[src/logic/uehc_pkg.sv]
package uehc_pkg;

	// ****************************************
	// Register map (byte addresses)
	// ****************************************
	localparam logic [15:0] UEHC_ADDR_EP_BASE   = 16'h7f80;
	localparam logic [15:0] UEHC_ADDR_SETUP_MSK = 16'h7fac;
	localparam int          UEHC_NUM_EP         = 6;

	// ****************************************
	// Field positions and reset values
	// ****************************************
	localparam int UEHC_BIT_IN_ISO    = 7;
	localparam int UEHC_BIT_OUT_ISO   = 6;
	localparam int UEHC_BIT_IN_HI     = 5;
	localparam int UEHC_BIT_OUT_HI    = 4;
	localparam int UEHC_BIT_IN_LO     = 3;
	localparam int UEHC_BIT_OUT_LO    = 2;
	localparam int UEHC_BIT_IN_SEQ    = 1;
	localparam int UEHC_BIT_OUT_SEQ   = 0;
	localparam logic [7:0] UEHC_EP_RESET   = 8'h00;
	localparam logic [7:0] UEHC_MSK_RESET  = 8'h00;
	localparam logic [7:0] UEHC_MSK_WRMASK = 8'h3f;

	// ****************************************
	// Handshake control codes
	// ****************************************
	localparam logic [1:0] UEHC_HS_DISABLED = 2'h0;
	localparam logic [1:0] UEHC_HS_STALL    = 2'h1;
	localparam logic [1:0] UEHC_HS_NORMAL   = 2'h2;
	localparam logic [1:0] UEHC_HS_NAK      = 2'h3;

	typedef enum logic [1:0]
	{
		UEHC_TOK_OUT,
		UEHC_TOK_IN,
		UEHC_TOK_SETUP
	} uehc_tok_t;

	typedef enum logic [2:0]
	{
		UEHC_RSP_NONE,
		UEHC_RSP_ACK,
		UEHC_RSP_NAK,
		UEHC_RSP_STALL,
		UEHC_RSP_DATA
	} uehc_rsp_t;

	// Token from the decoder, one-cycle strobe
	typedef struct packed
	{
		logic       valid;
		uehc_tok_t  kind;
		logic [3:0] ep;
	} uehc_token_t;

	// Transaction outcome from the engine, one-cycle strobe
	typedef struct packed
	{
		logic valid;
		logic host_ack;
		logic data_rx;
		logic data_pid1;
	} uehc_done_t;

	// Decision back to the engine and buffer mover
	typedef struct packed
	{
		logic      valid;
		uehc_rsp_t rsp;
		logic      data_pid1;
		logic      iso;
	} uehc_decision_t;

endpackage

[src/logic/uehc_ep_slot.sv]
`timescale 1ns/1ps
module uehc_ep_slot
	import uehc_pkg::*;
(
	// Clock and reset
	input  wire logic       clk_sys_in,
	input  wire logic       resetn_in,
	// Software side
	input  wire logic       wr_in,
	input  wire logic [7:0] wdata_in,
	// Engine side
	input  wire logic       busy_in,
	input  wire logic       end_in,
	input  wire logic       in_good_in,
	input  wire logic       rx_seq_in,
	input  wire logic       rx_seq_val_in,
	// State
	output logic      [7:0] active_out
);

	logic [7:0] active_q;
	logic [7:0] active_d;
	logic [7:0] pend_q;
	logic [7:0] pend_d;
	logic       pend_vld_q;
	logic       pend_vld_d;

	// ****************************************
	// Held write and live settings
	// ****************************************
	always_comb
	begin
		active_d   = active_q;
		pend_d     = pend_q;
		pend_vld_d = pend_vld_q;
		if (wr_in && (busy_in && !end_in))
		begin
			pend_d     = wdata_in;
			pend_vld_d = 1'b1;
		end
		else if (wr_in)
		begin
			active_d   = {wdata_in[7:2], active_q[UEHC_BIT_IN_SEQ], active_q[UEHC_BIT_OUT_SEQ]};
			active_d[UEHC_BIT_IN_SEQ] = wdata_in[UEHC_BIT_IN_SEQ];
			pend_vld_d = 1'b0;
		end
		if (end_in)
		begin
			if (in_good_in)
				active_d[UEHC_BIT_IN_SEQ] = ~active_q[UEHC_BIT_IN_SEQ];
			if (rx_seq_val_in)
				active_d[UEHC_BIT_OUT_SEQ] = rx_seq_in;
			if (pend_vld_q && !wr_in)
			begin
				active_d[7:2] = pend_q[7:2];
				active_d[UEHC_BIT_IN_SEQ] = pend_q[UEHC_BIT_IN_SEQ];
				pend_vld_d = 1'b0;
			end
		end
	end

	always_ff @(posedge clk_sys_in or negedge resetn_in)
	begin
		if (!resetn_in)
		begin
			active_q   <= UEHC_EP_RESET;
			pend_q     <= UEHC_EP_RESET;
			pend_vld_q <= 1'b0;
		end
		else
		begin
			active_q   <= active_d;
			pend_q     <= pend_d;
			pend_vld_q <= pend_vld_d;
		end
	end

	assign active_out = active_q;

endmodule

[src/logic/uehc_top.sv]
`timescale 1ns/1ps
// Overview of operation
// - IN code 00 silent, 01 STALL, 11 always NAK.
// - OUT code 00 silent, 01 STALL.
// - OUT code 10 ACK/NAK by buffer room, 11 always NAK.
// - IN sequence bit flips after each successful transmission, unless a held write lands then and sets it.
// - Bit 0 read-only, shows last received DATA0/DATA1.
// - Token endpoint number selects the governing control register.
// - Writes accepted anytime; a write to the endpoint in transaction is applied after that transaction ends, others at once.
// - Several writes during one transaction: only the last applies.
// - Setup-ignore bit set: SETUP token ignored, no response.
// - Setup-ignore bit clear: SETUP answered as control endpoint.
// - Non-iso IN needs host ACK to succeed; iso always succeeds.
module uehc_top
	import uehc_pkg::*;
#(
	parameter int NUM_EP = UEHC_NUM_EP
)
(
	// Clock and reset
	input  wire logic                  clk_sys_in,
	input  wire logic                  resetn_in,
	// APB slave
	input  wire logic                  psel_in,
	input  wire logic                  penable_in,
	input  wire logic                  pwrite_in,
	input  wire logic           [15:0] paddr_in,
	input  wire logic           [31:0] pwdata_in,
	input  wire logic            [3:0] pstrb_in,
	output logic                [31:0] prdata_out,
	output logic                       pready_out,
	output logic                       pslverr_out,
	// Engine side
	input  wire uehc_token_t           token_in,
	input  wire uehc_done_t            done_in,
	input  wire logic     [NUM_EP-1:0] tx_queue_full_in,
	input  wire logic     [NUM_EP-1:0] rx_room_in,
	output uehc_decision_t             decision_out,
	output logic                       in_release_out
);

	// ****************************************
	// Bus decode
	// ****************************************
	logic        acc;
	logic        wr_acc;
	logic        hit_ep;
	logic        hit_msk;
	logic [15:0] ep_off;
	logic  [2:0] ep_idx;
	logic [31:0] rdata;

	logic [7:0]       mask_q;
	logic [7:0]       mask_d;
	logic [31:0]      prdata_q;
	logic [31:0]      prdata_d;
	logic             slverr_q;
	logic             slverr_d;
	logic             ready_q;
	logic             ready_d;
	logic [7:0]       ep_reg [NUM_EP];
	logic [NUM_EP-1:0] ep_wr;

	assign acc    = psel_in && penable_in && !ready_q;
	assign wr_acc = acc && pwrite_in && pstrb_in[0];
	assign ep_off = paddr_in - UEHC_ADDR_EP_BASE;
	assign hit_ep  = (paddr_in >= UEHC_ADDR_EP_BASE) && (ep_off[15:2] < 14'(NUM_EP)) && (ep_off[1:0] == 2'h0);
	assign hit_msk = (paddr_in == UEHC_ADDR_SETUP_MSK);
	assign ep_idx  = ep_off[4:2];

	always_comb
	begin
		rdata = 32'h0000_0000;
		if (hit_ep)
			rdata = {24'h00_0000, ep_reg[ep_idx]};
		else if (hit_msk)
			rdata = {24'h00_0000, mask_q};
	end

	always_comb
	begin
		mask_d   = mask_q;
		prdata_d = prdata_q;
		slverr_d = 1'b0;
		ready_d  = 1'b0;
		if (acc)
		begin
			ready_d  = 1'b1;
			slverr_d = !(hit_ep || hit_msk);
			prdata_d = pwrite_in ? 32'h0000_0000 : rdata;
			if (wr_acc && hit_msk)
				mask_d = pwdata_in[7:0] & UEHC_MSK_WRMASK;
		end
	end

	always_ff @(posedge clk_sys_in or negedge resetn_in)
	begin
		if (!resetn_in)
		begin
			mask_q   <= UEHC_MSK_RESET;
			prdata_q <= 32'h0000_0000;
			slverr_q <= 1'b0;
			ready_q  <= 1'b0;
		end
		else
		begin
			mask_q   <= mask_d;
			prdata_q <= prdata_d;
			slverr_q <= slverr_d;
			ready_q  <= ready_d;
		end
	end

	assign prdata_out  = prdata_q;
	assign pready_out  = ready_q;
	assign pslverr_out = slverr_q;

	// ****************************************
	// Transaction tracking
	// ****************************************
	logic       busy_q;
	logic       busy_d;
	logic [3:0] cur_ep_q;
	logic [3:0] cur_ep_d;
	logic       cur_in_q;
	logic       cur_in_d;
	logic [7:0] cur_reg;
	logic [7:0] tok_reg;
	logic       tok_known;
	logic       tok_ignore;

	always_comb
	begin
		busy_d   = busy_q;
		cur_ep_d = cur_ep_q;
		cur_in_d = cur_in_q;
		if (done_in.valid)
			busy_d = 1'b0;
		// Absent endpoints and masked SETUPs open no transaction
		if (token_in.valid && tok_known && !(token_in.kind == UEHC_TOK_SETUP && tok_ignore))
		begin
			busy_d   = 1'b1;
			cur_ep_d = token_in.ep;
			cur_in_d = (token_in.kind == UEHC_TOK_IN);
		end
	end

	always_ff @(posedge clk_sys_in or negedge resetn_in)
	begin
		if (!resetn_in)
		begin
			busy_q   <= 1'b0;
			cur_ep_q <= 4'h0;
			cur_in_q <= 1'b0;
		end
		else
		begin
			busy_q   <= busy_d;
			cur_ep_q <= cur_ep_d;
			cur_in_q <= cur_in_d;
		end
	end

	// ****************************************
	// Per-endpoint control registers
	// ****************************************
	logic cur_in_iso;
	logic cur_in_good;

	assign cur_in_good    = cur_in_q && (done_in.host_ack || cur_in_iso);
	assign in_release_out = done_in.valid && busy_q && cur_in_good;

	genvar g;
	generate
		for (g = 0; g < NUM_EP; g++)
		begin : g_ep
			logic mine;
			assign mine     = busy_q && (cur_ep_q == 4'(g));
			assign ep_wr[g] = wr_acc && hit_ep && (ep_idx == 3'(g));
			uehc_ep_slot u_slot
			(
				.clk_sys_in    (clk_sys_in),
				.resetn_in     (resetn_in),
				.wr_in         (ep_wr[g]),
				.wdata_in      (pwdata_in[7:0]),
				.busy_in       (mine),
				.end_in        (mine && done_in.valid),
				.in_good_in    (cur_in_good),
				.rx_seq_in     (done_in.data_pid1),
				.rx_seq_val_in (!cur_in_q && done_in.data_rx),
				.active_out    (ep_reg[g])
			);
		end
	endgenerate

	// Endpoint numbers beyond the implemented set read as a disabled endpoint
	assign tok_known  = (token_in.ep < 4'(NUM_EP));
	assign tok_reg    = tok_known ? ep_reg[token_in.ep[2:0]] : UEHC_EP_RESET;
	assign cur_reg    = (cur_ep_q < 4'(NUM_EP)) ? ep_reg[cur_ep_q[2:0]] : UEHC_EP_RESET;
	assign cur_in_iso = cur_reg[UEHC_BIT_IN_ISO];
	assign tok_ignore = !tok_known || mask_q[token_in.ep[2:0]];

	// ****************************************
	// Handshake decision
	// ****************************************
	uehc_decision_t dec_q;
	uehc_decision_t dec_d;
	logic [1:0]     in_ctl;
	logic [1:0]     out_ctl;

	assign in_ctl  = {tok_reg[UEHC_BIT_IN_HI], tok_reg[UEHC_BIT_IN_LO]};
	assign out_ctl = {tok_reg[UEHC_BIT_OUT_HI], tok_reg[UEHC_BIT_OUT_LO]};

	always_comb
	begin
		dec_d           = '0;
		dec_d.rsp       = UEHC_RSP_NONE;
		dec_d.data_pid1 = tok_reg[UEHC_BIT_IN_SEQ];
		dec_d.iso       = tok_reg[UEHC_BIT_IN_ISO];
		if (token_in.valid)
		begin
			dec_d.valid = 1'b1;
			case (token_in.kind)
				UEHC_TOK_IN:
				begin
					case (in_ctl)
						UEHC_HS_STALL:  dec_d.rsp = UEHC_RSP_STALL;
						UEHC_HS_NORMAL: dec_d.rsp = tx_queue_full_in[token_in.ep[2:0]] ? UEHC_RSP_DATA : UEHC_RSP_NAK;
						UEHC_HS_NAK:    dec_d.rsp = UEHC_RSP_NAK;
						default:        dec_d.rsp = UEHC_RSP_NONE;
					endcase
				end
				UEHC_TOK_OUT:
				begin
					case (out_ctl)
						UEHC_HS_STALL:  dec_d.rsp = UEHC_RSP_STALL;
						UEHC_HS_NORMAL: dec_d.rsp = rx_room_in[token_in.ep[2:0]] ? UEHC_RSP_ACK : UEHC_RSP_NAK;
						UEHC_HS_NAK:    dec_d.rsp = UEHC_RSP_NAK;
						default:        dec_d.rsp = UEHC_RSP_NONE;
					endcase
				end
				UEHC_TOK_SETUP:
				begin
					if (tok_ignore)
						dec_d.valid = 1'b0;
					else
						dec_d.rsp = UEHC_RSP_ACK;
				end
				default: dec_d.rsp = UEHC_RSP_NONE;
			endcase
			if (!tok_known)
				dec_d.valid = 1'b0;
		end
	end

	always_ff @(posedge clk_sys_in or negedge resetn_in)
	begin
		if (!resetn_in)
			dec_q <= '0;
		else
			dec_q <= dec_d;
	end

	assign decision_out = dec_q;

endmodule

[config.mk]
export PLATFORM = sky130hd
export DESIGN_NAME = uehc_top
export DESIGN_NICKNAME = d
export VERILOG_FILES = /design/src/logic/uehc_pkg.sv /design/src/logic/uehc_ep_slot.sv /design/src/logic/uehc_top.sv
export SDC_FILE = /design/constraint.sdc
export NUM_CORES = 1
export LEC_CHECK = 0
export BUFFER_PORTS_ARGS = -buffer_cell sky130_fd_sc_hd__buf_2
export CORE_MARGIN = 1.5
export CORE_UTILIZATION = 30
export DETAILED_ROUTE_END_ITERATION = 10
export PLACE_DENSITY = 0.53
export SETUP_SLACK_MARGIN = 0.1
export SYNTH_ARGS = -nofsm -noshare
export SYNTH_HDL_FRONTEND = slang
export SYNTH_HIERARCHICAL = 1
export SYNTH_SLANG_ARGS = --single-unit
[constraint.sdc]
create_clock -name clk_sys_in -period 4.3 [get_ports clk_sys_in]
set_input_delay 0 -clock clk_sys_in [delete_from_list [all_inputs] [get_ports clk_sys_in]]
set_output_delay 0 -clock clk_sys_in [all_outputs]
set_load 0.01 [all_outputs]
==> metrics.yaml <==
sw_frac_of_total_pct: 26.4
slew_violations: 0
rsz0062_at_grt: "no"
grt_use_total_pct: 16.5
synth_mux_area_share_pct: 19.1
area_growth_pct: 14.3
vias: 5451
detailed_place_hpwl_um: 13900
grt_pass1_vias: 5170
die_h_um: 158
arrival_ps: 2870
worst_setup_path_start_kind: "flip-flop"
synth_top_area_cell: "dfrtp_1"
tightestPinTransition_ps: 1130
synth_adder_area_share_pct: 0.173
dieArea_um2: 25000
finalHoldViolCount: 0
cts_tree: "built"
seq_area_frac_synth_pct: 42.9
min_to: "g_ep[5].u_slot/active_out[6]"
skew_ps: 7.97
antenna_found_initial: 1
cts_resized: 0
setup_tns_ps: 0
critPathCaptureType: "output port"
reg2reg_slack_ps: 1500
synth_top_family_by_area: "multiplexers"
cts.reportedPaths.clkPinSlew_ps: 60
netlist.area_leader.share_pct: 42.9
grt_max_degree: 63
r2r-end: "g_ep[3].u_slot/pend_q[4]"
start_util_pct: 30.7
synth_seq_cells: 124
synth_most_common_cell: "dfrtp_1"
synth_cell_types: 60
crit_path_max_fanout: 13
syn_inst: 670
synth_compound_area_share_pct: 13.9
vdd_drop_max_mv: 0.216
synth-simple-area-share_pct: 16.6
hold_path_depth: 3
critPathKind: "reg2out"
dr.pass1.iters: 5
viasPerCell: 5.13
synth_area_per_cell_um2: 10.8
slew_headroom_pct: 24.4
p_int_w: 0.00213
fmax_ghz: 0.349
fin_crit_ps: 2870
ys_top_cells_by_count: "dfrtp_1 (124), nor2_1 (64), nand3b_1 (48), mux2_4 (46), o21ai_1 (42)"
power.total_w: 0.00289
p_leak_nw: 3.95
outcome: "finished clean"
grt_pass1_wl_um: 30700
synth_ff_type: "dfrtp_1"
routedWlPerCell_um: 18.8
ys_warn_count: 6
synth.top_cells.by_area: "dfrtp_1 (43%), mux2_4 (9.6%), nand3b_1 (5.0%)"
core_area_um2: 23500
cts.sinks: 124
combPwrFrac_pct: 10.6
layout-drive-gt1-share_pct: 25.3
powerDensity_nw_per_um2: 350
hold_buffers: 8
port_buffers: 69
io_pins: 121
worstHoldPathType: "in2reg"
critical_path_required_ps: 4300
sequentialPowerShare_pct: 43.8
nets: 810
finalSetupViolCount: 0
wl_um: 20000
async_flop_share_pct: 100
clock_path_buffers: 2
r2r_cells: 6
insertion_delay_ps: 410
p_clk_share_pct: 45.6
dr.first_iter.drc_count: 350
p_switching_w: 0.000764
row_count: 56
drc: 0
synth_edf_count: 0
ant_nets: 0
place_congestion: 0.832
cap_violations: 0
clockRootBuffer: "clkbuf_16"
htreeDepth: 4
grt_overflow: 0
reg2reg_from: "pready_out"
min_period_over_period_pct: 66.7
die_width_um: 158
cts_made_buffers: 17
cts_setup_buffers: 0
synthXorXnorAreaFrac_pct: 0.121
hp-start: "pwdata_in[6]"
syn_area_um2: 7230
## area by class of cell
| class | instances | area (µm²) |
|---|---|---|
| Antenna cell | 1 | 2.50 |
| Clock buffer | 20 | 437 |
| Clock inverter | 12 | 100 |
| Fill cell | 2381 | 15300 |
| Inverter | 13 | 48.8 |
| Multi-Input combinational cell | 490 | 3700 |
| Sequential cell | 124 | 3100 |
| Tap cell | 319 | 399 |
| Timing Repair Buffer | 83 | 473 |
## power groups by stage
| stage | registers (W) | logic (W) | clock network (W) |
|---|---|---|---|
| 2_1_floorplan | 0.00126 | 0.000219 | 0 |
| 3_3_place_gp | 0.00129 | 0.000301 | 0 |
| 3_5_place_dp | 0.00129 | 0.000302 | 0 |
| 4_1_cts | 0.00127 | 0.000309 | 0.00135 |
| 5_1_grt | 0.00128 | 0.000337 | 0.00139 |
| 6_report | 0.00127 | 0.000305 | 0.00132 |
## worst max-delay path: stages (launching register included)
cell and delay (ps):
dfrtp_1 510, mux4_2 400, o2bb2ai_1 120, a21oi_1 90
nor2b_1 870, and3_1 330, buf_2 150
## worst max path at each step
stage	from	end	slack, ps	cells after the start
global route	cur_ep_q[0]	in_release_out	1190	6
detailed placement	paddr_in[7]	g_ep[3].u_slot/pend_q[4]	1240	10
CTS	cur_ep_q[0]	in_release_out	1330	6
global placement	paddr_in[7]	g_ep[3].u_slot/pend_q[3]	1270	10
finish	cur_ep_q[0]	in_release_out	1430	6
floorplan	pready_out	g_ep[2].u_slot/pend_q[1]	2080	8
## kinds of logic after synthesis
kind of cell	after synthesis
fa+ha+maj	1
other cells	1
compound gates	156
flops	124
xor+xnor	1
simple gates	211
buf+inv	79
mux	97
## state kept, by name, summed over array words and instances (netlist names)
name                    cells
prdata_out                  8
g_ep.u_slot/pend_vld_q      6
busy_q                      1
pslverr_out                 1
g_ep.u_slot/pend_q         42
mask_q                      6
g_ep.u_slot/active_out     48
cur_ep_q                    4
cur_in_q                    1
decision_out                6
pready_out                  1
## through the flow
| step | std cells | setup WS, ps | hold slack [ps] | area, µm² | utilization (%) |
|---|---|---|---|---|---|
| 3_5_place_dp | 1021 | 1240 | 150 | 7650 | 32.5 |
| 4_1_cts | 1061 | 1330 | 16.6 | 8260 | 35.1 |
| 6_report | 1062 | 1430 | 32.6 | 8270 | 35.1 |
| 5_1_grt | 1062 | 1190 | 31.5 | 8270 | 35.1 |
| 3_3_place_gp | 1021 | 1270 | 153 | 7650 | 32.5 |
| 2_1_floorplan | 693 | 2080 | -296 | 7320 | - |
## cells in the final DEF, fill, tap and decap left out, types with 8 or more instances in the layout
cell / n
nand3b_1: 48
mux2_2: 8
o21ai_1: 42
buf_2: 68
a31oi_1: 37
conb_1: 24
mux4_2: 13
mux2_1: 8
nor3_1: 8
mux2i_1: 22
dfrtp_1: 124
nand2b_1: 11
dlygate4sd3_1: 8
nor2_1: 64
nand2_1: 27
a22oi_1: 8
nor2b_1: 19
clkbuf_16: 17
a21oi_1: 15
mux2_4: 46
## routing by layer
metal / global-route usage [%] / part of all wire (%) / routed length [µm]
met1: 23.0 / 47 / 9470
met2: 26.0 / 46 / 9220
met3: 3.16 / 5.4 / 1070
met4: 4.81 / 0.98 / 195
met5: 0 / 0 / 0
(Power assumes the default switching activity.)
